`config.mk`:
```
export PLATFORM = sky130hd
export DESIGN_NAME = acr_host_ctrl
export DESIGN_NICKNAME = d
export VERILOG_FILES = /design/src/acr_pkg.sv /design/src/acr_interval_timer.sv /design/src/acr_host_ctrl.sv
export VERILOG_INCLUDE_DIRS = /design/src /design/src/src
export SDC_FILE = /design/constraint.sdc
export NUM_CORES = 1
export LEC_CHECK = 0
export BUFFER_PORTS_ARGS = -buffer_cell sky130_fd_sc_hd__buf_2
export CORE_MARGIN = 10
export CORE_UTILIZATION = 45
export CTS_CLUSTER_SIZE = 20
export DETAILED_ROUTE_END_ITERATION = 10
export PLACE_DENSITY = 0.63
export SLEW_MARGIN = 20
export SYNTH_ARGS = -nofsm -noshare
export SYNTH_HDL_FRONTEND = slang
export SYNTH_SLANG_ARGS = --single-unit
export TNS_END_PERCENT = 10
```
`constraint.sdc`:
```
create_clock -name clk -period 2.6 [get_ports clk]
set_clock_uncertainty 0.15 [all_clocks]
set_input_delay 0.52 -clock clk [delete_from_list [all_inputs] [get_ports clk]]
set_output_delay 0.52 -clock clk [all_outputs]
set_load 0.03 [all_outputs]
```
`src/acr_defs.svh`:
```
// Timing and pin-level constants for the converter readout host controller
`ifndef ACR_DEFS_SVH
`define ACR_DEFS_SVH

// ============================================================
// Clock and cycle arithmetic
`define ACR_CLK_PERIOD_NS   5
`define ACR_SYNC_STAGES     2
`define ACR_TMR_W           9
`define ACR_CYC_MIN(ns)     ((((ns) + `ACR_CLK_PERIOD_NS - 1) / `ACR_CLK_PERIOD_NS) > 0 ? \
                             (((ns) + `ACR_CLK_PERIOD_NS - 1) / `ACR_CLK_PERIOD_NS) : 1)
`define ACR_MAX(a, b)       (((a) > (b)) ? (a) : (b))
`define ACR_LOAD(ns)        9'(`ACR_CYC_MIN(ns) - 1)

// ============================================================
// Pin timing in ns (0.4 us and 1.52 us kept as ns figures)
`define ACR_T_CS_SETUP_NS   20
`define ACR_T_TRIG_LOW_NS   40
`define ACR_T_TRIG_HIGH_NS  20
`define ACR_T_BUS_QUIET_NS  40
`define ACR_T_BUSY_RISE_NS  45
`define ACR_T_CONV_NS       1520
`define ACR_T_BUSY_FALL_NS  20
`define ACR_T_ACQ_NS        400
`define ACR_T_MSB_VALID_NS  30
`define ACR_T_RD_LOW_NS     50
`define ACR_T_RD_HIGH_NS    20
`define ACR_T_CS_HIGH_NS    20
`define ACR_T_LAST_RD_NS    125
`define ACR_T_SEL_SETUP_NS  10
`define ACR_T_SEL_SPACE_NS  50
`define ACR_T_SYNC_NS       (`ACR_SYNC_STAGES * `ACR_CLK_PERIOD_NS)

// ============================================================
// Derived counts
`define ACR_ACQ_CYC         9'(`ACR_CYC_MIN(`ACR_T_ACQ_NS))
`define ACR_RISE_LIMIT_NS   (`ACR_T_BUSY_RISE_NS + `ACR_T_SYNC_NS)
`define ACR_CONV_LIMIT_NS   (`ACR_T_CONV_NS + `ACR_T_BUSY_FALL_NS + `ACR_T_SYNC_NS)
`define ACR_TRIG_HOLD_NS    `ACR_MAX(`ACR_T_TRIG_LOW_NS, `ACR_T_BUS_QUIET_NS)
`define ACR_RD_GAP_NS       `ACR_MAX(`ACR_T_RD_HIGH_NS, `ACR_T_SEL_SPACE_NS)
`define ACR_RECOVER_NS      `ACR_MAX(`ACR_T_LAST_RD_NS, `ACR_T_CS_HIGH_NS)

// ============================================================
// Data bus and select levels
`define ACR_DATA_W          18
`define ACR_HALF_W          16
`define ACR_TAIL_W          2
`define ACR_WIDTH_FULL      1'b1
`define ACR_WIDTH_HALF      1'b0
`define ACR_LANE_UPPER      1'b0
`define ACR_LANE_LOWER      1'b1
`define ACR_READS_FULL      2'h1
`define ACR_READS_HALF      2'h2

`endif

```
`src/acr_pkg.sv`:
```
// Types and read-plan functions for the converter readout host controller
`include "acr_defs.svh"
`default_nettype none

package acr_pkg;

    // ============================================================
    // Types
    typedef enum logic
    {
        ACR_MODE_FULL = 1'b0,
        ACR_MODE_HALF = 1'b1
    } acr_mode_e;

    typedef enum logic [3:0]
    {
        ACR_ST_IDLE    = 4'h0,
        ACR_ST_SELECT  = 4'h1,
        ACR_ST_TRIG    = 4'h3,
        ACR_ST_WAIT_HI = 4'h2,
        ACR_ST_WAIT_LO = 4'h6,
        ACR_ST_MSB     = 4'h7,
        ACR_ST_RD_LOW  = 4'h5,
        ACR_ST_RD_HIGH = 4'h4,
        ACR_ST_RECOVER = 4'hC
    } acr_state_e;

    typedef struct packed
    {
        logic conversion_trigger_n;
        logic select_n;
        logic read_n;
        logic lane_select;
        logic word_width_select;
    } acr_pins_s;

    typedef struct packed
    {
        logic                   valid;
        logic [`ACR_DATA_W-1:0] data;
    } acr_result_s;

    // ============================================================
    // Read plan
    function automatic logic acr_last(input acr_mode_e mode, input logic [1:0] idx);
        logic [1:0] reads;
        reads = (mode == ACR_MODE_FULL) ? `ACR_READS_FULL : `ACR_READS_HALF;
        return idx == 2'(reads - 2'h1);
    endfunction : acr_last

    function automatic logic acr_lane(input acr_mode_e mode, input logic [1:0] idx);
        return (mode == ACR_MODE_HALF && idx != 2'h0) ? `ACR_LANE_LOWER : `ACR_LANE_UPPER;
    endfunction : acr_lane

    function automatic logic acr_width(input acr_mode_e mode);
        return (mode == ACR_MODE_FULL) ? `ACR_WIDTH_FULL : `ACR_WIDTH_HALF;
    endfunction : acr_width

    // Full mode takes the whole bus; half mode takes the upper 16 bits then the tail
    function automatic logic [`ACR_DATA_W-1:0] acr_merge(
        input acr_mode_e              mode,
        input logic [1:0]             idx,
        input logic [`ACR_DATA_W-1:0] acc,
        input logic [`ACR_DATA_W-1:0] bus
    );
        logic [`ACR_DATA_W-1:0] res;
        res = acc;
        if (mode == ACR_MODE_FULL)
        begin
            res = bus;
        end
        else if (idx == 2'h0)
        begin
            res = {bus[`ACR_HALF_W-1:0], {`ACR_TAIL_W{1'b0}}};
        end
        else
        begin
            res = {acc[`ACR_DATA_W-1:`ACR_TAIL_W], bus[`ACR_TAIL_W-1:0]};
        end
        return res;
    endfunction : acr_merge

endpackage : acr_pkg

`default_nettype wire

```
`src/acr_interval_timer.sv`:
```
// Down-counting interval timer used for every pin interval of the controller except the acquisition window
`include "acr_defs.svh"
`default_nettype none

module acr_interval_timer
    import acr_pkg::*;
(
    input  wire logic                  clk,
    input  wire logic                  reset_n,
    input  wire logic                  load,
    input  wire logic [`ACR_TMR_W-1:0] load_value,
    output logic                       expired
);

    logic [`ACR_TMR_W-1:0] count_q;
    logic [`ACR_TMR_W-1:0] count_d;
    wire  logic            running;

    // ============================================================
    // Count
    // Loaded with N-1 on the edge a state is entered, so that state lasts N cycles
    assign running = (count_q != '0);
    assign expired = ~running;
    assign count_d = load ? load_value : (running ? count_q - 9'h001 : count_q);

    always_ff @(posedge clk)
    begin
        if (!reset_n)
        begin
            count_q <= '0;
        end
        else
        begin
            count_q <= count_d;
        end
    end

endmodule : acr_interval_timer

`default_nettype wire

```
`src/acr_host_ctrl.sv`:
```
// Host controller that starts conversions and reads results over the converter pins
`include "acr_defs.svh"
`default_nettype none

module acr_host_ctrl
    import acr_pkg::*;
(
    input  wire logic                   clk,
    input  wire logic                   reset_n,
    input  wire logic                   start_valid,
    input  wire acr_mode_e              start_mode,
    output logic                        start_ready,
    output acr_result_s                 result,
    output logic                        conv_fault,
    output acr_pins_s                   pins,
    input  wire logic                   busy,
    input  wire logic [`ACR_DATA_W-1:0] data_bus
);

    // ============================================================
    // Declarations
    acr_state_e             state_q;
    acr_state_e             state_d;
    acr_mode_e              mode_q;
    acr_mode_e              mode_d;
    acr_pins_s              pins_q;
    acr_pins_s              pins_d;
    acr_result_s            result_q;
    acr_result_s            result_d;
    logic [1:0]             idx_q;
    logic [1:0]             idx_d;
    logic [`ACR_DATA_W-1:0] acc_q;
    logic [`ACR_DATA_W-1:0] acc_d;
    logic                   fault_q;
    logic                   fault_d;
    logic                   busy_meta_q;
    logic                   busy_s_q;
    logic [`ACR_DATA_W-1:0] data_meta_q;
    logic [`ACR_DATA_W-1:0] data_s_q;
    logic [`ACR_TMR_W-1:0]  acq_cnt_q;
    logic [`ACR_TMR_W-1:0]  acq_cnt_d;
    logic                   tmr_load;
    logic [`ACR_TMR_W-1:0]  tmr_value;
    logic                   tmr_expired;

    wire  logic             acq_ok;
    wire  logic             is_idle;
    wire  logic             last_read;
    wire  logic             next_lane;
    wire  logic             lane_moves;
    wire  logic [`ACR_DATA_W-1:0] merged;

    // ============================================================
    // Pin input synchronisers
    always_ff @(posedge clk)
    begin
        if (!reset_n)
        begin
            busy_meta_q <= 1'b0;
            busy_s_q    <= 1'b0;
            data_meta_q <= '0;
            data_s_q    <= '0;
        end
        else
        begin
            busy_meta_q <= busy;
            busy_s_q    <= busy_meta_q;
            data_meta_q <= data_bus;
            data_s_q    <= data_meta_q;
        end
    end

    // ============================================================
    // Acquisition window: busy must be seen low long enough before a new trigger
    assign acq_cnt_d = busy_s_q ? '0 :
                       (acq_ok ? acq_cnt_q : acq_cnt_q + 9'h001);
    assign acq_ok    = (acq_cnt_q == `ACR_ACQ_CYC);

    always_ff @(posedge clk)
    begin
        if (!reset_n)
        begin
            acq_cnt_q <= '0;
        end
        else
        begin
            acq_cnt_q <= acq_cnt_d;
        end
    end

    // ============================================================
    // Decode
    assign is_idle     = (state_q == ACR_ST_IDLE);
    assign start_ready = is_idle & acq_ok;
    assign last_read   = acr_last(mode_q, idx_q);
    assign next_lane   = acr_lane(mode_q, 2'(idx_q + 2'h1));
    assign lane_moves  = (next_lane != pins_q.lane_select);
    assign merged      = acr_merge(mode_q, idx_q, acc_q, data_s_q);

    // ============================================================
    // Interval timer
    acr_interval_timer u_timer
    (
        .clk        (clk),
        .reset_n    (reset_n),
        .load       (tmr_load),
        .load_value (tmr_value),
        .expired    (tmr_expired)
    );

    // ============================================================
    // Sequencer
    // Every interval is a whole count of cycles, rounded up; nothing assumes the
    // conversion time, the controller always waits on the synchronised busy
    always_comb
    begin
        state_d   = state_q;
        mode_d    = mode_q;
        pins_d    = pins_q;
        idx_d     = idx_q;
        acc_d     = acc_q;
        result_d  = '{valid: 1'b0, data: result_q.data};
        fault_d   = 1'b0;
        tmr_load  = 1'b0;
        tmr_value = '0;
        case (state_q)
            ACR_ST_IDLE:
            begin
                if (start_valid && acq_ok)
                begin
                    state_d                  = ACR_ST_SELECT;
                    mode_d                   = start_mode;
                    idx_d                    = 2'h0;
                    acc_d                    = '0;
                    pins_d.select_n          = 1'b0;
                    // Selects move together here, long after the previous frame ended
                    pins_d.lane_select       = acr_lane(start_mode, 2'h0);
                    pins_d.word_width_select = acr_width(start_mode);
                    tmr_load                 = 1'b1;
                    tmr_value                = `ACR_LOAD(`ACR_T_CS_SETUP_NS);
                end
            end
            ACR_ST_SELECT:
            begin
                if (tmr_expired)
                begin
                    state_d                     = ACR_ST_TRIG;
                    pins_d.conversion_trigger_n = 1'b0;
                    tmr_load                    = 1'b1;
                    tmr_value                   = `ACR_LOAD(`ACR_TRIG_HOLD_NS);
                end
            end
            ACR_ST_TRIG:
            begin
                if (tmr_expired)
                begin
                    state_d                     = ACR_ST_WAIT_HI;
                    pins_d.conversion_trigger_n = 1'b1;
                    tmr_load                    = 1'b1;
                    tmr_value                   = `ACR_LOAD(`ACR_RISE_LIMIT_NS);
                end
            end
            ACR_ST_WAIT_HI:
            begin
                if (busy_s_q)
                begin
                    state_d   = ACR_ST_WAIT_LO;
                    tmr_load  = 1'b1;
                    tmr_value = `ACR_LOAD(`ACR_CONV_LIMIT_NS);
                end
                else if (tmr_expired)
                begin
                    state_d         = ACR_ST_RECOVER;
                    fault_d         = 1'b1;
                    pins_d.select_n = 1'b1;
                    tmr_load        = 1'b1;
                    tmr_value       = `ACR_LOAD(`ACR_RECOVER_NS);
                end
            end
            ACR_ST_WAIT_LO:
            begin
                if (!busy_s_q)
                begin
                    state_d   = ACR_ST_MSB;
                    tmr_load  = 1'b1;
                    tmr_value = `ACR_LOAD(`ACR_T_MSB_VALID_NS);
                end
                else if (tmr_expired)
                begin
                    // A device stuck busy is reported rather than read
                    state_d         = ACR_ST_RECOVER;
                    fault_d         = 1'b1;
                    pins_d.select_n = 1'b1;
                    tmr_load        = 1'b1;
                    tmr_value       = `ACR_LOAD(`ACR_RECOVER_NS);
                end
            end
            ACR_ST_MSB:
            begin
                // Trigger fell long ago, so the quiet window after it has passed
                if (tmr_expired)
                begin
                    state_d        = ACR_ST_RD_LOW;
                    pins_d.read_n  = 1'b0;
                    tmr_load       = 1'b1;
                    tmr_value      = `ACR_LOAD(`ACR_T_RD_LOW_NS);
                end
            end
            ACR_ST_RD_LOW:
            begin
                if (tmr_expired)
                begin
                    // Synchronised data lags the pins by two cycles, still well inside
                    // the strobe after the device's access delay
                    state_d       = ACR_ST_RD_HIGH;
                    pins_d.read_n = 1'b1;
                    acc_d         = merged;
                    tmr_load      = 1'b1;
                    tmr_value     = `ACR_LOAD(`ACR_T_RD_HIGH_NS);
                    if (last_read)
                    begin
                        result_d = '{valid: 1'b1, data: merged};
                    end
                    else if (lane_moves)
                    begin
                        pins_d.lane_select = next_lane;
                        tmr_value          = `ACR_LOAD(`ACR_RD_GAP_NS);
                    end
                end
            end
            ACR_ST_RD_HIGH:
            begin
                if (tmr_expired)
                begin
                    if (last_read)
                    begin
                        state_d         = ACR_ST_RECOVER;
                        pins_d.select_n = 1'b1;
                        tmr_load        = 1'b1;
                        tmr_value       = `ACR_LOAD(`ACR_RECOVER_NS);
                    end
                    else
                    begin
                        state_d       = ACR_ST_RD_LOW;
                        idx_d         = 2'(idx_q + 2'h1);
                        pins_d.read_n = 1'b0;
                        tmr_load      = 1'b1;
                        tmr_value     = `ACR_LOAD(`ACR_T_RD_LOW_NS);
                    end
                end
            end
            ACR_ST_RECOVER:
            begin
                if (tmr_expired)
                begin
                    state_d = ACR_ST_IDLE;
                end
            end
            default:
            begin
                state_d = ACR_ST_IDLE;
                pins_d  = '{conversion_trigger_n: 1'b1, select_n: 1'b1, read_n: 1'b1,
                            lane_select: `ACR_LANE_UPPER, word_width_select: `ACR_WIDTH_FULL};
            end
        endcase
    end

    // ============================================================
    // State registers
    always_ff @(posedge clk)
    begin
        if (!reset_n)
        begin
            state_q  <= ACR_ST_IDLE;
            mode_q   <= ACR_MODE_FULL;
            idx_q    <= 2'h0;
            acc_q    <= '0;
            fault_q  <= 1'b0;
            result_q <= '0;
            pins_q   <= '{conversion_trigger_n: 1'b1, select_n: 1'b1, read_n: 1'b1,
                          lane_select: `ACR_LANE_UPPER, word_width_select: `ACR_WIDTH_FULL};
        end
        else
        begin
            state_q  <= state_d;
            mode_q   <= mode_d;
            idx_q    <= idx_d;
            acc_q    <= acc_d;
            fault_q  <= fault_d;
            result_q <= result_d;
            pins_q   <= pins_d;
        end
    end

    // ============================================================
    // Outputs
    assign pins       = pins_q;
    assign result     = result_q;
    assign conv_fault = fault_q;

endmodule : acr_host_ctrl

`default_nettype wire

```
Word level (Yosys, flattened, before mapping)
Cells that the tools add are included.
- flip-flop bits (word level): 106
- bits of input ports: 23
- output and inout port bits: 26
- $add $sub $neg: 4
- equality and inequality tests: 24
- muxes and demuxes: 66
- bitwise operators: 9
- reduce and logical (&&, ||, !) cells: 27
- operator list (operator ; number):
    $mux W18 ; 4
    $pmux W9 S8 ; 1
    $mux W9 ; 7
    $mux W4 ; 14
    $pmux W18 S2 ; 1
    $pmux W4 S9 ; 1
    $ne A2 B2 Y1 const B ; 12
    $mux W19 ; 1
    $mux W1 ; 18
    $eq A4 B3 Y1 const B ; 4
    $mux W2 ; 8
    $reduce_or A7 Y1 ; 2
    $mux W5 ; 2
    $reduce_and A5 Y1 ; 2
    $reduce_or A5 Y1 ; 2
    $add A9 B1 Y9 const B ; 1
    $eq A9 B7 Y1 const B ; 1
    $reduce_and A3 Y1 ; 3
    $reduce_bool A9 Y1 ; 1
    $sub A9 B1 Y9 const B ; 1
    $eq A4 B2 Y1 const B ; 2
    $not A1 Y1 ; 8
    $pmux W1 S4 ; 2
    $reduce_bool A2 Y1 ; 4
    24 further kinds ; 28

Longest topological paths before layout
Gate-level depths: netlist of the first run.
- word-level depth: 10
- mapped depth: 9
- mapped depth without buffers: 7

By module
Synthesis of the first run repeated with hierarchy kept, for this count alone.
- cell total of the unflattened synthesis: 522
- area total of the unflattened synthesis: 4601.9 µm²
- by module, submodules not included (module ; times used ; cells an instance ; area each (µm²) ; sequential area each (µm²)):
    acr_host_ctrl ; 1 ; 463 ; 4088.9 ; 1901.8
    acr_interval_timer ; 1 ; 59 ; 513.0 ; 180.2

Worst setup path before layout of the first run
No wires, ideal clock.
- path kind: register to register
- start: register u_timer.count_q[0]
- end: register result_q (netlist bit result[11])
- arrival time: 2.025 ns
- path slack: 0.298 ns
- cell stages (with the launch flop): 10
- clock period less this slack: 2.302 ns
- cells stage by stage: dfxtp_1 inv_1 ha_1 or4b_1 buf_2 nor3_4 nand3_2 buf_2 a22oi_1 nor2_1
- word-level cells in the longest chain between the ends: 3
- RTL lines (element ; line ; text):
    start: declaration ; acr_interval_timer.sv:15 ; logic [`ACR_TMR_W-1:0] count_q;
    start signal: assignment ; acr_interval_timer.sv:34 ; count_q <= count_d;
    $reduce_bool A9 Y1 ; acr_interval_timer.sv:22 ; assign running = (count_q != '0);
    $not A1 Y1 (no line) ; - ;
    $reduce_and A3 Y1 (no line) ; - ;
    end signal: assignment ; acr_host_ctrl.sv:290 ; result_q <= result_d;
    end: declaration ; acr_host_ctrl.sv:28 ; acr_result_s result_q;
No other way between the ends.
A chain may end at the register's enable or synchronous reset.

Worst setup path after layout of the first run
- start: register idx_q[0]
- end: register acc_q[15]
- word-level cells in the longest chain between the ends: 5
- RTL lines (element ; line ; text):
    start: declaration ; acr_host_ctrl.sv:30 ; logic [1:0] idx_q;
    start signal: assignment ; acr_host_ctrl.sv:287 ; idx_q <= idx_d;
    $logic_not A2 Y1 ; acr_pkg.sv:72 ; else if (idx == 2'h0)
    $mux W18 ; acr_pkg.sv:72 ;
    $mux W18 ; acr_pkg.sv:68 ; if (mode == ACR_MODE_FULL)
    $mux W18 ; acr_host_ctrl.sv:211 ; if (tmr_expired)
    $pmux W18 S2 ; acr_host_ctrl.sv:126 ; case (state_q)
    end signal: assignment ; acr_host_ctrl.sv:277 ; acc_q <= '0;
    end signal: assignment ; acr_host_ctrl.sv:288 ; acc_q <= acc_d;
    end: declaration ; acr_host_ctrl.sv:32 ; logic [`ACR_DATA_W-1:0] acc_q;
No other way between the ends. The select of a mux whose other input is x is not followed.

==> out/metrics.csv, run 1 <==
stage,metric,value,unit
placement,dp_hpwl,7849,um
power_and_ir_drop,max-vdd-ir-drop,0.3548,mV
power_and_ir_drop,leakage,2.037,nW
cells_and_area,antenna_cells,0,
worst_setup_path,cp-start-kind,flop,
global_routing,grt_max_degree,49,
worst_setup_path,r2r_cells,6,
die,coreArea,9864,um^2
logic_synthesis,synthCells,524,
sta,fin_crit,2454,ps
worst_setup_path,r2r_slack,150,ps
die,fp.dieW,121.1,um
power_and_ir_drop,powerDensity,743.0,nW/um^2
logic_synthesis,yosysWarnings,0,
sta,whs,183.2,ps
worst_setup_path,crit_type,reg -> reg,
global_routing,grt_pass1_vias,3622,
cells_and_area,drive_gt1_share,18.75,%
min_path,min_from,data_bus[4],
global_routing,overflow,0,
worst_setup_path,crit_start,idx_q[0],
die,die_h,121.1,um
logic_synthesis,syn_avg_cell_area,8.770,um^2
logic_synthesis,syn_nets,552,
worst_setup_path,worstPathArrival,2620,ps
die,pin_count,49,
global_routing,gr-usage-all-layers,15.65,%
clock_network,clk_latency,390,ps
cells_and_area,multiInputGateArea,2297,um^2
worst_setup_path,crit_chain,"inv_1, ha_1, mux2i_1, a211oi_1, nand2_1, a21oi_2",
routing,ant_nets,0,
placement,place_congestion,0.9318,
placement,placed_cell_area,4985,um^2
routing,drc,0,
sta,slew_headroom,36.44,%
global_routing,antenna_found_initial,0,
die,rows,36,
routing,routedWlPerCell,15.81,um
worst_setup_path,max_stage_delay,780,ps
clock_network,cts_setup_buffers,0,
routing,viasPerCell,5.337,
cells_and_area,seq_area,2082,um^2
clock_network,cts.htree.levels,3,
cells_and_area,final_nets,599,
clock_network,clk_pin_slew,100,ps
worst_setup_path,end_kind,flop,
die,initial_utilization,46.59,%
job,maxCapViolCount,0,
routing,drt_iter0_markers,241,
worst_setup_path,path_buf_inv,1,
clock_network,tritoncts,built,
clock_network,root_buffer,clkbuf_8,
sta,rsz0062_at_grt,false,
sta,slew_violations,0,
routing,dr.pass1.iters,5,
logic_synthesis,async_flop_share,0,%
worst_setup_path,cp_slowest_cell,ha_1,
sta,fin_crit_sh,94.40,%
sta,worstMarginPinSlew,953.4,ps
min_path,hold_depth,2,
worst_setup_path,path_max_fanout,16,
routing,routed_wl,11210,um
sta,setup_viol,0,
global_routing,grt_pass1_wl,18660,um
worst_setup_path,path_delay_family,adder cells,
logic_synthesis,ys_types,60,
clock_network,cts_num_sinks,104,
sta,tns,0,ps
min_path,min_to,data_meta_q[4],
routing,vias,3784,
outcome,status,"complete, no violations",
sta,max_freq,407.5,MHz
logic_synthesis,yosysTopAreaCell,dfxtp_1,
sta,finalHoldViolations,0,
logic_synthesis,synth_area_leaders,"dfxtp_1 45%, and2_1 5.3%, nor2_1 4.6%",
clock_network,cts_buffers,9,
placement,placed_cells,693,
logic_synthesis,yosysSeqAreaShare,45.30,%
logic_synthesis,yosysTopAreaCellShare,45.30,%
worst_setup_path,timing.rr.end,acc_q[15],
logic_synthesis,yosys_most_used_dff,dfxtp_1,
logic_synthesis,syn_area,4596,um^2
cells_and_area,design_area,5190,um^2
die,dieArea,14650,um^2
cells_and_area,fillerInstances,941,
cells_and_area,fin_cells,709,
clock_network,clock_path_buffers,2,
worst_setup_path,r2r_start,idx_q[0],
worst_setup_path,required,2770,ps
logic_synthesis,ys_ff_latch,104,
logic_synthesis,synth_edf_count,0,
min_path,hp-class,in -> reg,
cells_and_area,final_util,52.61,%
cells_and_area,area_growth,12.93,%
placement,numPortBuffers,48,
==> per-stage QoR <==
| step | power [mW] | worst slack (ps) |
|---|---|---|
| after floorplan | 2.591 | 297.8 |
| after global placement | 2.882 | 152.0 |
| after detailed placement | 2.891 | 107.9 |
| after CTS | 3.854 | 94.54 |
| after global routing | 4.065 | 17.42 |
| final | 3.856 | 145.7 |
==> worst reg2reg max path, delay by kind of cell, from the launching register on <==
family,cells,cell delay (ps)
multiplexers,1,180
AND/OR/NAND/NOR,1,140
flip-flops,1,400
buffers and inverters,1,90
AO/OA/AOI/OAI,2,660
adder cells (fa/ha/maj),1,780
==> cell families after synthesis <==
family                     after synthesis  synth area share (%)
DFF                                    104                 45.30
buffers and inverters                   45                 5.064
AOI/OAI and AO/OA                      108                 15.85
and+or+nand+nor                        227                 25.18
xor gates and xnor gates                15                 2.859
muxes                                   19                 4.138
adders and majority gates                6                 1.606
==> worst max-delay path by stage <==
stage / to / slack [ps] / cells after the start
2_1_floorplan: result[11] / 300 / 9
3_3_place_gp: result[13] / 150 / 7
3_5_place_dp: result[8] / 110 / 7
4_1_cts: result[8] / 90 / 7
5_1_grt: acc_q[15] / 20 / 6
6_report: acc_q[15] / 150 / 6
==> area by class of cell <==
cell class / instances / share of cell area [%]
multi-input combinational: 375 / 44.26
inverter: 12 / 0.8679
sequential: 104 / 40.12
clock buffer: 9 / 2.387
tap: 133 / 3.206
clock inverter: 7 / 1.254
timing repair buffer: 69 / 7.907
==> where the power goes <==
part           switching (mW)  internal (mW)  total [mW]
combinational           0.640          0.467        1.11
sequential             0.0955           1.69        1.79
clock                   0.595          0.369       0.964
total                    1.33           2.53        3.86
==> cells in the final DEF (no fill, tap or decap), types with 6 or more instances in the layout <==
cell	count
a211oi_1	13
nand2_1	55
and2_1	39
buf_4	20
o21ai_0	13
a21oi_1	34
mux2i_1	19
a21oi_2	6
dfxtp_1	104
a22oi_1	14
nor2_1	56
clkbuf_8	9
nor3_1	10
nand2b_1	7
xnor2_1	10
nand3_1	25
buf_2	48
inv_1	11
==> layer usage <==
metal  up-vias  part of all wire [%]  track usage, %
met4         0                   2.3           7.315
met3        17                   6.5           3.583
li1       1911                     -               -
met1      1742                    50           22.10
met2       114                    41           21.87
met5         -                     0               0
==> state kept, by name, summed over array words and instances, names as in the netlist <==
register / cells
conv_fault: 1
acc_q: 16
acq_cnt_q: 9
mode_q: 1
pins: 5
busy_meta_q: 1
data_meta_q: 18
state_q: 4
busy_s_q: 1
u_timer.count_q: 9
data_s_q: 18
idx_q: 2
result: 19
==> Yosys cell counts (11+ instances only) <==
master,count
dfxtp_1,104
nor2_1,56
nand2_1,55
and2_1,39
a21oi_1,34
nand3_1,25
mux2i_1,19
clkbuf_1,16
a22oi_1,14
a211oi_1,13
o21ai_0,13
inv_1,11
==> repair_timing <==
item	in CTS	in global routing
resized for setup	0	3
endpoints found under the hold margin	0	0
endpoints found under the setup margin	0	13
hold buffers	0	0
Note: power is estimated with default switching activity, not from simulation.
==> run 2, diff against run 1 <==
BUFFER_PORTS_ARGS = -buffer_cell sky130_fd_sc_hd__clkbuf_2   (was -buffer_cell sky130_fd_sc_hd__buf_2)
==> run 2 against run 1 <==
  * Worst setup slack gained 25 ps
  * Critical endpoint is now start_ready
  * Total power grew 2.1%
  * Register-to-register slack gained 30 ps
  * Flip-flop and latch count is the same
  * Hold slack gained 5.0 ps
  * Sequential power is essentially flat
  * Sequential share of layout area shrank 0.27 points
  * Clock power grew 11%
==> out/metrics.csv, run 2 (synthesized netlist as in run 1, its figures left out) <==
stage,metric,value,unit
outcome,status,"complete, no violations",
die,rows,36,
worst_setup_path,required,1930,ps
placement,dp_hpwl,8064,um
die,die_h,121.1,um
routing,routedWlPerCell,15.47,um
cells_and_area,fin_cells,709,
sta,finalHoldViolations,0,
clock_network,cts_buffers,9,
cells_and_area,antenna_cells,0,
routing,vias,3760,
routing,routed_wl,10970,um
worst_setup_path,end_kind,primary output,
worst_setup_path,worstPathArrival,1760,ps
placement,numPortBuffers,48,
die,fp.dieW,121.1,um
clock_network,root_buffer,clkbuf_8,
clock_network,clk_latency,380,ps
placement,placed_cells,693,
die,coreArea,9864,um^2
global_routing,gr-usage-all-layers,15.38,%
cells_and_area,drive_gt1_share,18.75,%
clock_network,tritoncts,built,
power_and_ir_drop,max-vdd-ir-drop,0.3950,mV
sta,rsz0062_at_grt,false,
worst_setup_path,crit_type,reg -> out,
global_routing,grt_pass1_wl,18620,um
die,pin_count,49,
clock_network,clk_pin_slew,110,ps
routing,viasPerCell,5.303,
placement,place_ws,4.628,ps
cells_and_area,final_common_cell,dfxtp_1,
power_and_ir_drop,powerDensity,753.7,nW/um^2
clock_network,cts_num_sinks,104,
sta,worstMarginPinSlew,536.3,ps
worst_setup_path,path_max_fanout,9,
global_routing,antenna_found_initial,0,
sta,fin_crit_sh,93.42,%
worst_setup_path,cp-start-kind,flop,
clock_network,cts_hold_buffers,0,
global_routing,grt_pass1_vias,3702,
clock_network,cts.htree.levels,3,
routing,dr.pass1.iters,5,
sta,max_freq,411.7,MHz
die,initial_utilization,46.59,%
sta,slew_headroom,64.25,%
clock_network,clock_path_buffers,2,
cells_and_area,largest_reg_flops,19,
job,maxCapViolCount,0,
routing,ant_nets,0,
cells_and_area,fillerInstances,928,
global_routing,grt_max_degree,38,
routing,drc,0,
sta,tns,0,ps
min_path,hp-class,in -> reg,
sta,setup_slack,171.2,ps
global_routing,overflow,0,
cells_and_area,final_nets,599,
sta,fin_crit,2429,ps
power_and_ir_drop,leakage,2.048,nW
die,dieArea,14650,um^2
sta,setup_viol,0,
routing,drt_iter0_markers,269,
placement,place_congestion,0.9072,
power_and_ir_drop,power,3.938,mW
cells_and_area,area_growth,13.69,%
clock_network,cts_setup_buffers,0,
sta,slew_violations,0,
cells_and_area,layout_common_cells,"104 x dfxtp_1, 56 x nor2_1, 55 x nand2_1",
==> run 2: worst paths after layout <==
kind                                         start            endpoint  slack [ps]  depth (start not counted)
worst max-delay path                    state_q[1]         start_ready         170                          5
worst min-delay path                   data_bus[8]      data_meta_q[8]         190                          2
worst max register to register  u_timer.count_q[0]  u_timer.count_q[4]         180                          7
worst min register to register     data_meta_q[14]        data_s_q[14]         290                          1
==> run 2: through the flow <==
step / instance area (um^2) / utilization, % / hold slack, ps
after CTS: 5210 / 52.82 / 174.8
after global routing: 5225 / 52.97 / 175.6
after global placement: 4985 / 50.53 / 265.6
after detailed placement: 4985 / 50.53 / 271.7
after floorplan: 4596 / - / 261.9
final: 5225 / 52.97 / 188.2
==> run 2: final cells by class <==
type                       count  area [um^2]  share of cell area [%]
inverter                      12        45.04                  0.8621
sequential                   104         2082                   39.85
clock buffer                   9        123.9                   2.371
timing repair buffer          69        410.4                   7.854
multi-input combinational    375         2303                   44.09
tap                          133        166.4                   3.185
clock inverter                 7        93.84                   1.796
==> run 2: report_power, final <==
part	leakage (nW)	switching, mW	internal (mW)
clock	0.107	0.597	0.471
combinational	1.09	0.628	0.456
sequential	0.848	0.0955	1.69
==> run 2: worst max-delay path, cell delays in order (launching register included) <==
cell      delay [ps]
dfxtp_1          430
buf_4            210
nor4_1           230
buf_4            180
and3_1           140
clkbuf_2         200
==> run 2: repair_timing <==
| action | CTS | global route |
|---|---|---|
| setup endpoints to repair | 1 | 13 |
| endpoints found under the hold margin | 0 | 0 |
| resized for setup | 1 | 3 |
| gates cloned | 0 | 0 |
==> run 2: metal layers <==
layer  routed length [um]  track usage (%)  vias up
li1                     -                -     1912
met1                 5466            21.56     1746
met2                 4678            22.21       93
met3                  684            4.002        9
met4                  140            5.279        0
met5                    0                0        -
==> run 3, diff against run 2 <==
BUFFER_PORTS_ARGS = -buffer_cell sky130_fd_sc_hd__buf_2   (was -buffer_cell sky130_fd_sc_hd__clkbuf_2)
GPL_TIMING_DRIVEN = 0   (was unset)
==> run 3 against run 2 <==
  * Via count is 2.9% higher
  * Sequential share of layout area is 0.23 points lower
  * Register-to-register slack lost 160 ps
  * Critical path depth grew 4
  * Design area is 0.57% higher
  * Cell count rose by 1.8%
  * Sequential power about the same
==> out/metrics.csv, run 3 (synthesized netlist as in run 1, its figures left out) <==
stage,metric,value,unit
outcome,status,"complete, no violations",
global_routing,grt_pass1_vias,3681,
global_routing,grt_pass1_wl,18820,um
power_and_ir_drop,p_sw_share,34.46,%
routing,ant_nets,0,
global_routing,overflow,0,
worst_setup_path,r2r_cells,9,
cells_and_area,layout_common_cells,"104 x dfxtp_1, 55 x nand2_1, 54 x buf_2, 54 x nor2_1, 39 x and2_1",
die,fp.dieW,121.1,um
cells_and_area,final_common_cell,dfxtp_1,
power_and_ir_drop,max-vdd-ir-drop,0.3751,mV
cells_and_area,largest_reg_flops,19,
routing,viasPerCell,5.359,
sta,setup_viol,0,
sta,slew_headroom,64.50,%
clock_network,cts_hold_buffers,0,
cells_and_area,final_nets,612,
routing,routed_wl,11460,um
worst_setup_path,path_max_fanout,10,
min_path,hp-class,in -> reg,
placement,dp_hpwl,8495,um
placement,placed_cell_area,5002,um^2
clock_network,cts.htree.levels,3,
die,initial_utilization,46.59,%
die,pin_count,49,
placement,place_congestion,0.9292,
die,dieArea,14650,um^2
power_and_ir_drop,clockPowerShare,24.4,%
sta,finalHoldViolations,0,
clock_network,clock_path_buffers,2,
die,rows,36,
power_and_ir_drop,pwr-share-seq,46.6,%
clock_network,clk_latency,370,ps
clock_network,cts_num_sinks,104,
sta,worstMarginPinSlew,532.6,ps
sta,fin_crit,2584,ps
power_and_ir_drop,comb_power_share,29.0,%
worst_setup_path,worstPathArrival,2740,ps
die,die_h,121.1,um
worst_setup_path,path_depth,9,
cells_and_area,final_util,53.27,%
sta,rsz0062_at_grt,true,
worst_setup_path,crit_chain,"inv_1, ha_2, or4b_1, buf_2, or2_4, o31ai_4, buf_6, nand2_1, a21oi_2",
sta,tns,0,ps
worst_setup_path,path_delay_family,simple AND/OR/NAND/NOR gates,
cells_and_area,drive_gt1_share,18.34,%
worst_setup_path,path_buf_inv,3,
routing,routedWlPerCell,15.88,um
global_routing,gr-usage-all-layers,15.71,%
global_routing,antenna_found_initial,0,
sta,max_freq,387.0,MHz
worst_setup_path,cp_slowest_cell,or4b_1,
job,maxCapViolCount,0,
power_and_ir_drop,netSwitchingPower,1.323,mW
clock_network,tritoncts,built,
clock_network,cts_buffers,9,
routing,drc,0,
routing,dr.pass1.iters,5,
die,coreArea,9864,um^2
routing,drt_iter0_markers,303,
routing,vias,3869,
placement,numPortBuffers,48,
power_and_ir_drop,internal-power,2.517,mW
global_routing,grt_max_degree,19,
clock_network,clk_pin_slew,100,ps
worst_setup_path,required,2750,ps
worst_setup_path,max_stage_delay,430,ps
cells_and_area,antenna_cells,0,
clock_network,root_buffer,clkbuf_8,
power_and_ir_drop,leakage,2.051,nW
cells_and_area,area_growth,14.35,%
power_and_ir_drop,powerDensity,730.8,nW/um^2
worst_setup_path,end_kind,flop,
sta,fin_crit_sh,99.38,%
power_and_ir_drop,power,3.840,mW
worst_setup_path,cp-start-kind,flop,
worst_setup_path,crit_type,reg -> reg,
min_path,hold_depth,2,
sta,slew_violations,0,
cells_and_area,design_area,5255,um^2
run 3: stage by stage:
stage                     setup WS, ps  hold WS (ps)  cells
final                            16.01         200.7    722
after floorplan                  297.8         261.9    524
after global placement          -108.3         270.7    705
after global routing            -76.90         181.5    722
after CTS                       -7.315         185.6    722
after detailed placement        -145.5         266.9    705
run 3: final timing paths:
kind / startpoint / end / slack (ps)
max reg2reg: u_timer.count_q[0] / acc_q[12] / 20
min: data_bus[14] / data_meta_q[14] / 200
min reg2reg: data_meta_q[8] / data_s_q[8] / 290
max: u_timer.count_q[0] / acc_q[12] / 20
run 3: timing repair:
| action | CTS | global route |
|---|---|---|
| endpoints found under the setup margin | 17 | 28 |
| resized for setup | 5 | 7 |
| buffers inserted | 1 | 1 |
| pin swaps | 1 | 2 |
run 3: worst reg2reg max path, cell delays in order (launching register included):
cell and delay [ps]:
dfxtp_1 350, inv_1 70, ha_2 200, or4b_1 430
buf_2 180, or2_4 280, o31ai_4 420, buf_6 220
nand2_1 80, a21oi_2 150
run 3: layout make-up:
class                      count  area, um^2
fill                         961        4609
multi-input combinational    375        2337
timing repair buffer          50       255.2
clock inverter                 6       53.80
sequential                   104        2082
inverter                      12       45.04
clock buffer                  10       127.6
tap                          133       166.4
buffer                        32       187.7
run 3: routing by layer:
| layer | part of all wire [%] | wire length [um] | vias to the layer above | track usage [%] |
|---|---|---|---|---|
| li1 | - | - | 1947 | - |
| met1 | 49 | 5595 | 1792 | 21.58 |
| met2 | 43 | 4924 | 118 | 23.37 |
| met3 | 6.8 | 780 | 12 | 4.002 |
| met4 | 1.4 | 162 | 0 | 5.204 |
| met5 | 0 | 0 | - | 0 |
run 3: power groups by stage:
stage	Sequential [mW]	Combinational (mW)	Clock [mW]
after global placement	1.81	1.02	0
after detailed placement	1.81	1.03	0
after CTS	1.78	1.07	0.969
final	1.79	1.11	0.938
after global routing	1.81	1.22	1.02
after floorplan	1.79	0.798	0
